[src/common/pslc_pkg.sv]
`default_nettype none
package pslc_pkg;
    // ==========================================================
    // Timing
    // ==========================================================
    localparam int unsigned CLK_HZ = 50_000_000;
    localparam int unsigned BLINK_HALF_MS = 500;
    localparam int unsigned GOOD_PULSE_MS = 1;
    localparam int unsigned THERM_WARN_S = 10;
    localparam int unsigned BLINK_CYC = CLK_HZ / 1000 * BLINK_HALF_MS;
    localparam int unsigned GOOD_PULSE_CYC = CLK_HZ / 1000 * GOOD_PULSE_MS;
    localparam int unsigned THERM_CYC = CLK_HZ * THERM_WARN_S;

    // ==========================================================
    // Synchronised pin vector layout and reset values
    // ==========================================================
    localparam int unsigned PIN_W = 5;
    localparam int unsigned PIN_PROTO_OPEN = 0;
    localparam int unsigned PIN_HOST_EN_N = 1;
    localparam int unsigned PIN_SER_ON = 2;
    localparam int unsigned PIN_SWITCH_ON = 3;
    localparam int unsigned PIN_TRIM_DIP = 4;
    localparam logic [4:0] PIN_RST = 5'h1b;

    // ==========================================================
    // Carriers
    // ==========================================================
    typedef struct packed {
        logic input_present;
        logic input_ok;
        logic overload;
        logic over_temp;
        logic ov_latched;
        logic boost_fail;
        logic internal_fault;
        logic service_req;
        logic comm_lost;
        logic standby_cmd;
        logic mgmt_mode;
    } pslc_cond_t;

    typedef struct packed {
        logic input_ok;
        logic output_ok;
        logic service;
        logic fault;
    } pslc_led_t;

    localparam pslc_led_t LED_RST = 4'h0;
endpackage
`default_nettype wire

[src/rtl/pslc_supply_status.sv]
// Behaviour
// - Open protocol pin: analog or management; low pin: serial-line.
// - Serial-line mode ignores margin input, trim pot and trim switch.
// - Manual switch off hands on/off to host enable; switch defaults on.
// - Serial-line mode disregards the host enable input.
// - Serial-line mode uses its own enable input; other modes ignore it.
// - Output-good high while output delivered, low when output is off.
// - Output-good pulses at 1 ms during overload or current limit.
// - Fault low on thermal shutdown, over-voltage or internal failure.
// - Serial-line mode never drives the fault line.
// - Over-temperature drives thermal warning low 10 s before shutdown.
// - Restart when temperature recovers, releasing thermal warning.
// - Serial-line mode never drives the thermal warning line.
// - Input LED steady when input ok, blinks when out of limits.
// - Management mode: output LED on when good, blinks in overload.
// - Thermal alarm: OK LEDs on, amber on, red off, warning low.
// - Input out of limits: input LED blinks, others off, good line low.
// - Over-voltage latch or boost failure: red LED on, fault line low.
// - Non-shutdown internal failure: OK LEDs on, red on, fault low.
// - Management service request: amber blinks, status lines stay high.
// - Serial-line link lost: red LED blinks, OK LEDs on, good line high.
`timescale 1ns/1ns
`default_nettype none
module pslc_supply_status
    import pslc_pkg::*;
#(
    parameter int unsigned BLINK_CYC_P = BLINK_CYC,
    parameter int unsigned GOOD_PULSE_CYC_P = GOOD_PULSE_CYC,
    parameter int unsigned THERM_CYC_P = THERM_CYC
)
(
    // Clock and reset
    input wire logic mclk,
    input wire logic srst,
    // Pins and switches from outside the clock domain
    input wire logic protocol_open,
    input wire logic host_enable_n,
    input wire logic serial_line_output_on,
    input wire logic onoff_switch_on,
    input wire logic trim_switch_on,
    // Internal conditions on this clock
    input wire pslc_cond_t cond,
    // Power stage control
    output logic main_on,
    output logic trim_pot_sel,
    output logic margin_sel,
    // Open-drain status lines
    output logic output_good_n_o,
    output logic output_good_n_oe,
    output logic fault_n_o,
    output logic fault_n_oe,
    output logic thermal_warn_n_o,
    output logic thermal_warn_n_oe,
    // Front panel
    output pslc_led_t leds,
    output logic serial_mode
);
    localparam int unsigned BW = $clog2(BLINK_CYC_P + 1);
    localparam int unsigned PW = $clog2(GOOD_PULSE_CYC_P + 1);
    localparam int unsigned TW = $clog2(THERM_CYC_P + 1);

    // ==========================================================
    // Pin synchroniser
    // ==========================================================
    logic [PIN_W-1:0] sync1_r;
    logic [PIN_W-1:0] sync2_r;

    always_ff @(posedge mclk)
    begin
        if (srst)
        begin
            sync1_r <= PIN_RST;
            sync2_r <= PIN_RST;
        end
        else
        begin
            sync1_r <= {trim_switch_on, onoff_switch_on,
                        serial_line_output_on, host_enable_n,
                        protocol_open};
            sync2_r <= sync1_r;
        end
    end

    wire logic ser_mode = ~sync2_r[PIN_PROTO_OPEN];
    wire logic host_on = ~sync2_r[PIN_HOST_EN_N];
    wire logic ser_on = sync2_r[PIN_SER_ON];
    wire logic sw_on = sync2_r[PIN_SWITCH_ON];
    wire logic trim_on = sync2_r[PIN_TRIM_DIP];

    // ==========================================================
    // On/off source selection
    // ==========================================================
    // Serial-line mode uses only its own enable; otherwise the switch
    // wins, and the host enable counts only with the switch off.
    wire logic analog_cmd = sw_on | host_on;
    wire logic cmd_on = ser_mode ? ser_on : analog_cmd;
    wire logic standby = ~cmd_on | cond.standby_cmd;

    // ==========================================================
    // Thermal warning timer and shutdown
    // ==========================================================
    logic [TW-1:0] therm_cnt_r;
    logic [TW-1:0] therm_cnt_nxt;
    logic therm_shut_r;
    logic therm_shut_nxt;

    wire logic therm_done = therm_cnt_r == TW'(THERM_CYC_P - 1);
    assign therm_cnt_nxt = (!cond.over_temp || therm_shut_r) ? '0
                         : therm_cnt_r + TW'(1);
    assign therm_shut_nxt = cond.over_temp
                          & (therm_shut_r | therm_done);

    always_ff @(posedge mclk)
    begin
        if (srst)
        begin
            therm_cnt_r <= '0;
            therm_shut_r <= 1'b0;
        end
        else
        begin
            therm_cnt_r <= therm_cnt_nxt;
            therm_shut_r <= therm_shut_nxt;
        end
    end

    // ==========================================================
    // Blink and output-good pulse generators
    // ==========================================================
    logic [BW-1:0] blink_cnt_r;
    logic blink_r;
    logic [PW-1:0] pulse_cnt_r;
    logic pulse_r;

    wire logic blink_wrap = blink_cnt_r == BW'(BLINK_CYC_P - 1);
    wire logic pulse_wrap = pulse_cnt_r == PW'(GOOD_PULSE_CYC_P - 1);

    always_ff @(posedge mclk)
    begin
        if (srst)
        begin
            blink_cnt_r <= '0;
            blink_r <= 1'b0;
            pulse_cnt_r <= '0;
            pulse_r <= 1'b0;
        end
        else
        begin
            blink_cnt_r <= blink_wrap ? '0 : blink_cnt_r + BW'(1);
            blink_r <= blink_r ^ blink_wrap;
            pulse_cnt_r <= pulse_wrap ? '0 : pulse_cnt_r + PW'(1);
            pulse_r <= pulse_r ^ pulse_wrap;
        end
    end

    // ==========================================================
    // Status decode
    // ==========================================================
    wire logic hard_fail = cond.ov_latched | cond.boost_fail;
    wire logic ot_active = cond.over_temp | therm_shut_r;
    wire logic delivered = cond.input_ok & ~standby
                         & ~therm_shut_r & ~hard_fail;
    wire logic any_fault = therm_shut_r | hard_fail
                         | cond.internal_fault;
    wire logic good_low = ~delivered
                      | (cond.overload & pulse_r);
    wire logic fault_low = any_fault & ~ser_mode;
    wire logic warn_low = ot_active & ~ser_mode;
    wire logic mgmt = cond.mgmt_mode & ~ser_mode;

    wire pslc_led_t led_nxt;
    assign led_nxt.input_ok = cond.input_ok
        | (cond.input_present & blink_r);
    assign led_nxt.output_ok = delivered
        & ~(cond.overload & mgmt & ~blink_r);
    assign led_nxt.service = ot_active
        | (cond.service_req & mgmt & blink_r);
    assign led_nxt.fault = any_fault
        | (cond.comm_lost & ser_mode & blink_r);

    always_ff @(posedge mclk)
    begin
        if (srst)
        begin
            main_on <= 1'b0;
            trim_pot_sel <= 1'b0;
            margin_sel <= 1'b0;
            output_good_n_o <= 1'b0;
            output_good_n_oe <= 1'b1;
            fault_n_o <= 1'b0;
            fault_n_oe <= 1'b0;
            thermal_warn_n_o <= 1'b0;
            thermal_warn_n_oe <= 1'b0;
            leds <= LED_RST;
            serial_mode <= 1'b0;
        end
        else
        begin
            main_on <= delivered;
            trim_pot_sel <= ~ser_mode & trim_on;
            margin_sel <= ~ser_mode & ~trim_on;
            output_good_n_o <= 1'b0;
            output_good_n_oe <= good_low;
            fault_n_o <= 1'b0;
            fault_n_oe <= fault_low;
            thermal_warn_n_o <= 1'b0;
            thermal_warn_n_oe <= warn_low;
            leds <= led_nxt;
            serial_mode <= ser_mode;
        end
    end
endmodule // pslc_supply_status
`default_nettype wire

[config.mk]
export PLATFORM = sky130hd
export DESIGN_NAME = pslc_supply_status
export DESIGN_NICKNAME = d
export VERILOG_FILES = /design/src/common/pslc_pkg.sv /design/src/rtl/pslc_supply_status.sv
export SDC_FILE = /design/constraint.sdc
export NUM_CORES = 1
export LEC_CHECK = 0
export BUFFER_PORTS_ARGS = -buffer_cell sky130_fd_sc_hd__buf_2
export CAP_MARGIN = 20
export CORE_ASPECT_RATIO = 0.9
export CORE_MARGIN = 5
export CORE_UTILIZATION = 62
export CTS_BUF_LIST = sky130_fd_sc_hd__clkbuf_8
export CTS_CLUSTER_DIAMETER = 80
export DETAILED_ROUTE_END_ITERATION = 8
export GPL_TIMING_DRIVEN = 0
export HOLD_SLACK_MARGIN = 0.03
export PLACE_DENSITY = 0.82
export RECOVER_POWER = 25
export SLEW_MARGIN = 20
export SYNTH_ARGS = -nofsm -noshare
export SYNTH_HDL_FRONTEND = slang
export SYNTH_SLANG_ARGS = --single-unit
[constraint.sdc]
create_clock -name mclk -period 2.29 [get_ports mclk]
set_clock_uncertainty 0.15 [all_clocks]
set_input_delay 0.229 -clock mclk [delete_from_list [all_inputs] [get_ports mclk]]
set_output_delay 0.229 -clock mclk [all_outputs]
set_load 0.01 [all_outputs]
# --- Word-level counts from Yosys, hierarchy flattened ---
# Cells that the tools add are included.
word_totals:
  memories: 0
  wordCells: 72
  rom_bits: 0
  ram_bits: 0
  inputBits: 18
  latch_bits: 0
  ff_bits: 94
op_classes:
  reduce_logical: 5
  n_mul: 0
  div: 0
  n_bitwise: 41
  n_addsub: 3
  muxes: 1
  shifts: 0
  n_eq_ne: 3
  order_cmp: 0
ops:
  columns: ["cell", "count"]
  rows:
  - ["adder 29 x 1 -> 29 bit (second input constant)", 1]
  - ["== test 29 bit (second input constant)", 1]
  - ["adder 25 x 1 -> 25 bit (second input constant)", 1]
  - ["== test 25 bit (second input constant)", 1]
  - ["bitwise AND 1 bit", 18]
  - ["adder 16 x 1 -> 16 bit (second input constant)", 1]
  - ["== test 16 bit (second input constant)", 1]
  - ["OR 1 bit", 11]
  - ["NOT 1 bit", 10]
  - ["OR reduction 2 bit", 3]
  - ["bitwise XOR 1 bit", 2]
  - ["logical NOT 1 bit", 1]
  - ["logical OR 1 bit", 1]
  - ["two-way mux 1 bit", 1]

# --- Depth between registers and ports, before layout ---
logic_depth:
  ltp_word: 11
  mapped_depth: 6

# --- Worst setup path after synthesis ---
# OpenSTA, ideal clock, no wires.
synth_timing:
  path_type: "register to register"
  start: "reg therm_cnt_r[8]"
  end: "reg therm_cnt_r[23]"
  path_stages_with_launch: 7
  path_slack_ns: 0.190
  n_path_buf: 2
  arrival_ns: 1.879
  required_ns: 2.069
  period_less_slack_ns: 2.100
  setup_ns: 0.071
  path_cell_list: "dfxtp_1 clkbuf_1 nand4_1 or4_1 buf_2 or4_1 a21oi_1"
synth_between:
  elab_chain_cells: 1
synth_rtl:
  columns: ["item", "line_no", "text"]
  rows:
  - ["from (decl)", "pslc_supply_status.sv:102", "logic [TW-1:0] therm_cnt_r;"]
  - ["from (signal assigned)", "pslc_supply_status.sv:122", "therm_cnt_r <= therm_cnt_nxt;"]
  - ["adder 29 x 1 -> 29 bit", "pslc_supply_status.sv:109", ": therm_cnt_r + TW'(1);"]
# No other way between the ends.
# A chain may end at the register's enable or synchronous reset.

# --- Worst setup path in the final report ---
layout_timing:
  start: "reg therm_cnt_r[3]"
  end: "reg therm_cnt_r[23]"
# The elaborated chain is that of the path after synthesis.

==> summary.md <==
| Metric | Value |
|---|---|
| CTS H-Tree Depth | 3 |
| Final period utilization | approximately 100% |
| Final hold vios | 0 |
| Starting Density | 64.7% |
| Syn Std Cell Area | between 0.003 and 0.004 mm^2 |
| Final Cell Area | 0.00459 mm^2 |
| CP required | 2440 ps |
| Unrepaired setup endpoints after global routing | false |
| Final cell count without fillers | around 590 |
| Hold Startpoint | cond[9] |
| Slew margin rel. | roughly 48% |
| Synthesis-stage register bit count | 94 |
| Initial antenna violation count | 0 |
| Area delta synth->final | 14.8% |
| Yosys cell types | 45 |
| GRT overflow | 0 |
| N_diodes | 0 |
| Layout cells sized above 1 | 13.7% |
| CTS Buffer Depth | 2 |
| Die X | 94.7 um |
| CP endpoint kind | flop |
| DP Wirelength | 6.13 mm |
| Root buf cell | clkbuf_8 |
| Clock latency on the worst-skew pair | about 380 ps |
| Die area | 0.00816 mm^2 |
| Largest stage delay on the critical path | 530 ps |
| Vias per cell | 5.90 |
| Placer Congestion | 0.866 |
| First drt pass iteration count | 5 |
| Register area share after synthesis | 47.1% |
| Int Power | 2.15 mW |
| Total GRT Usage | 23.3% |
| Fmax | 449 MHz |
| R2r endpoint | therm_cnt_r[23] |
| Worst R2R Start | therm_cnt_r[3] |
| Status | finished, final reports clean |
| Fin util | 74.3% |
| Vias | 3484 |
| Number of DRC markers in iteration 0 | a little over 200 |
| Routed wire length per instance | between 10 and 15 um |
| Leak pwr | 1.54 nW |
| WP data arrival | approximately 2400 ps |
| R2R setup slack | 60 ps |
| Worst Hold Depth | 3 |
| Worst Hold Class | input pin to flop |
| Worst hold endpoint | leds[3] |
| # rows | 27 |
| Die Ht | around 86 um |
| Vias in the first global route | 3311 |
| CTS Buf Count | 9 |
| Setup TNS | 0 ps |
| Cells after DPL | roughly 570 |
| Worst VDD drop | 0.519 mV |
| Max-Cap Viols | 0 |
| CTS Sinks | 94 |
| Setup violations, final | 0 |
| Largest net degree at the start of global routing | 20 |
| Crit path max fanout | 10 |
| DR DRC count | 0 |
| TritonCTS clock tree | done |
| Setup Fix Bufs, Post-CTS | 0 |
| Critical path type | flop to flop |
| Synthesized instance count | 448 |
| Asr flop ratio synth | 0% |
| Final WL | 8.84 mm |
| Number of buffers added on ports | 28 |
| Core area | 0.00618 mm^2 |
| Ys flop type | dfxtp_1 |
| EDFF count, synth | 0 |
| Slew of the pin with the lowest slew margin | 774 ps |
| DP Area | 0.00426 mm^2 |
| Pwr/cell area | 626 mW/mm^2 |
| Cell breakdown of the critical path | nand4_1 > or4_1 > buf_2 > or4_1 > a21oi_1 |
| Comb pwr share | 4.2% |
| Slew Viols, Final | 0 |
| Critical Path Most Common Cell | or4_1 |
| Leading cell type in the layout, fill and taps excluded | dfxtp_1 |
| Warnings from Yosys | 0 |
| First-pass GRT wire length | 15.3 mm |
| Most frequent cells in the layout | dfxtp_1, nor2_1, xnor2_1, a21oi_1, nand4_1 |
| Fill count | 467 |
| Nets | 520 |
| Worst reg2reg path depth | 5 |
| Post-Syn Area per Cell | 8.93 um^2 |
| Clk pin slew, worst setup/hold paths | 100 ps |
| Crit start category | flop |
| Num ports | 32 |
| Sw power | 0.730 mW |
| Power share of the clock group | 37.5% |
| Clock period minus worst slack | 2230 ps |
| Final ANT Viol Nets | 0 |
| Slowest CP cell | or4_1 |
| Final Total Pwr | 2.88 mW |
| Part of the power in registers | 58.3% |
| Sw frac | ~25% |
## power groups by stage
stage               registers, mW  logic, mW  clock network, mW
finish                       1.68      0.121               1.08
floorplan                    1.72     0.0571                  0
detailed placement           1.71      0.105                  0
global route                 1.68      0.136               1.17
global placement             1.71      0.104                  0
CTS                          1.68      0.121               1.11
## per-layer routing
metal	vias to the layer above	routed length [um]	track usage, %
met3	18	547	5.82
met5	-	0	0
li1	1710	-	-
met1	1640	3940	30.5
met4	0	149	7.60
met2	116	4200	38.0
## per-stage QoR
stage	hold WS, ps	setup slack (ps)
after floorplan	183	190
after global placement	242	46.0
after detailed placement	250	-17.5
after CTS	34.2	16.4
after global routing	58.6	0.963
final	50.6	62.0
## flip-flops by register name, indices dropped and copies added (netlist names)
signal             count
blink_cnt_r           25
blink_r                1
fault_n_oe             1
leds                   4
main_on                1
margin_sel             1
output_good_n_oe       1
pulse_cnt_r           16
pulse_r                1
serial_mode            1
sync1_r                5
sync2_r                5
therm_cnt_r           29
therm_shut_r           1
thermal_warn_n_oe      1
trim_pot_sel           1
## how the worst max path moves through the flow
stage	endpoint	startpoint	cells after the start	slack (ps)
floorplan	therm_cnt_r[23]	therm_cnt_r[8]	6	190
global placement	therm_cnt_r[23]	therm_cnt_r[8]	6	50
detailed placement	blink_cnt_r[3]	blink_cnt_r[3]	6	-20
CTS	therm_cnt_r[24]	therm_cnt_r[4]	5	20
global route	therm_cnt_r[23]	therm_cnt_r[3]	5	1
finish	therm_cnt_r[23]	therm_cnt_r[3]	5	60
## cell usage after synthesis, types with 2 or more instances
cell	count	area, um^2
a41oi_1	2	17.5
nor3_1	9	45.0
nand3_1	23	115
o31ai_1	7	52.6
a21oi_1	26	130
ha_1	3	37.5
and3_1	5	31.3
nand3b_1	3	22.5
nand4_1	24	150
buf_2	2	10.0
nor4bb_1	2	20.0
nor4_1	11	68.8
or4_1	7	52.6
nand2b_1	3	18.8
and4_1	12	105
nand4b_1	4	35.0
or2_2	9	56.3
and2_1	4	25.0
clkbuf_1	11	41.3
nor3b_1	3	22.5
nor4b_1	3	26.3
nor2_1	63	236
buf_4	3	22.5
xor2_1	14	123
nand2_1	22	82.6
dfxtp_1	94	1880
o21ai_0	13	65.1
inv_1	10	37.5
a31o_2	2	17.5
nor2b_1	3	18.8
or3_1	11	68.8
xnor2_1	27	236
## logic make-up after synthesis
family,share of synthesized area (%)
and+or+nand+nor,31.8
DFF,47.1
AOI/OAI and AO/OA,8.10
xor gates and xnor gates,8.98
buffers and inverters,2.78
adders and majority gates,0.939
other,0.0938
muxes,0.250
## worst max-delay path: cells and delay by family, from the launching register on
family | cells | cell delay, ps
simple gates | 3 | 1230
flops | 1 | 450
buf+inv | 1 | 190
compound gates | 1 | 150
## timing repair
action,4_1_cts,5_1_grt
endpoints found under the hold margin,12,0
setup endpoints to repair,15,14
hold buffers,12,0
pin swaps,0,0
gates resized for setup,3,14
## final cells by class
class | instances | area (um^2) | area share, %
inverters | 10 | 37.5 | 0.818
well taps | 87 | 109 | 2.37
clock buffers | 9 | 124 | 2.70
plain buffers | 14 | 68.8 | 1.50
flip-flops and latches | 94 | 1900 | 41.3
clock inverters | 7 | 75.1 | 1.64
repair buffers | 40 | 249 | 5.42
multi-input cells | 330 | 2030 | 44.3
No activity file was read; power rests on OpenSTA's default activity.
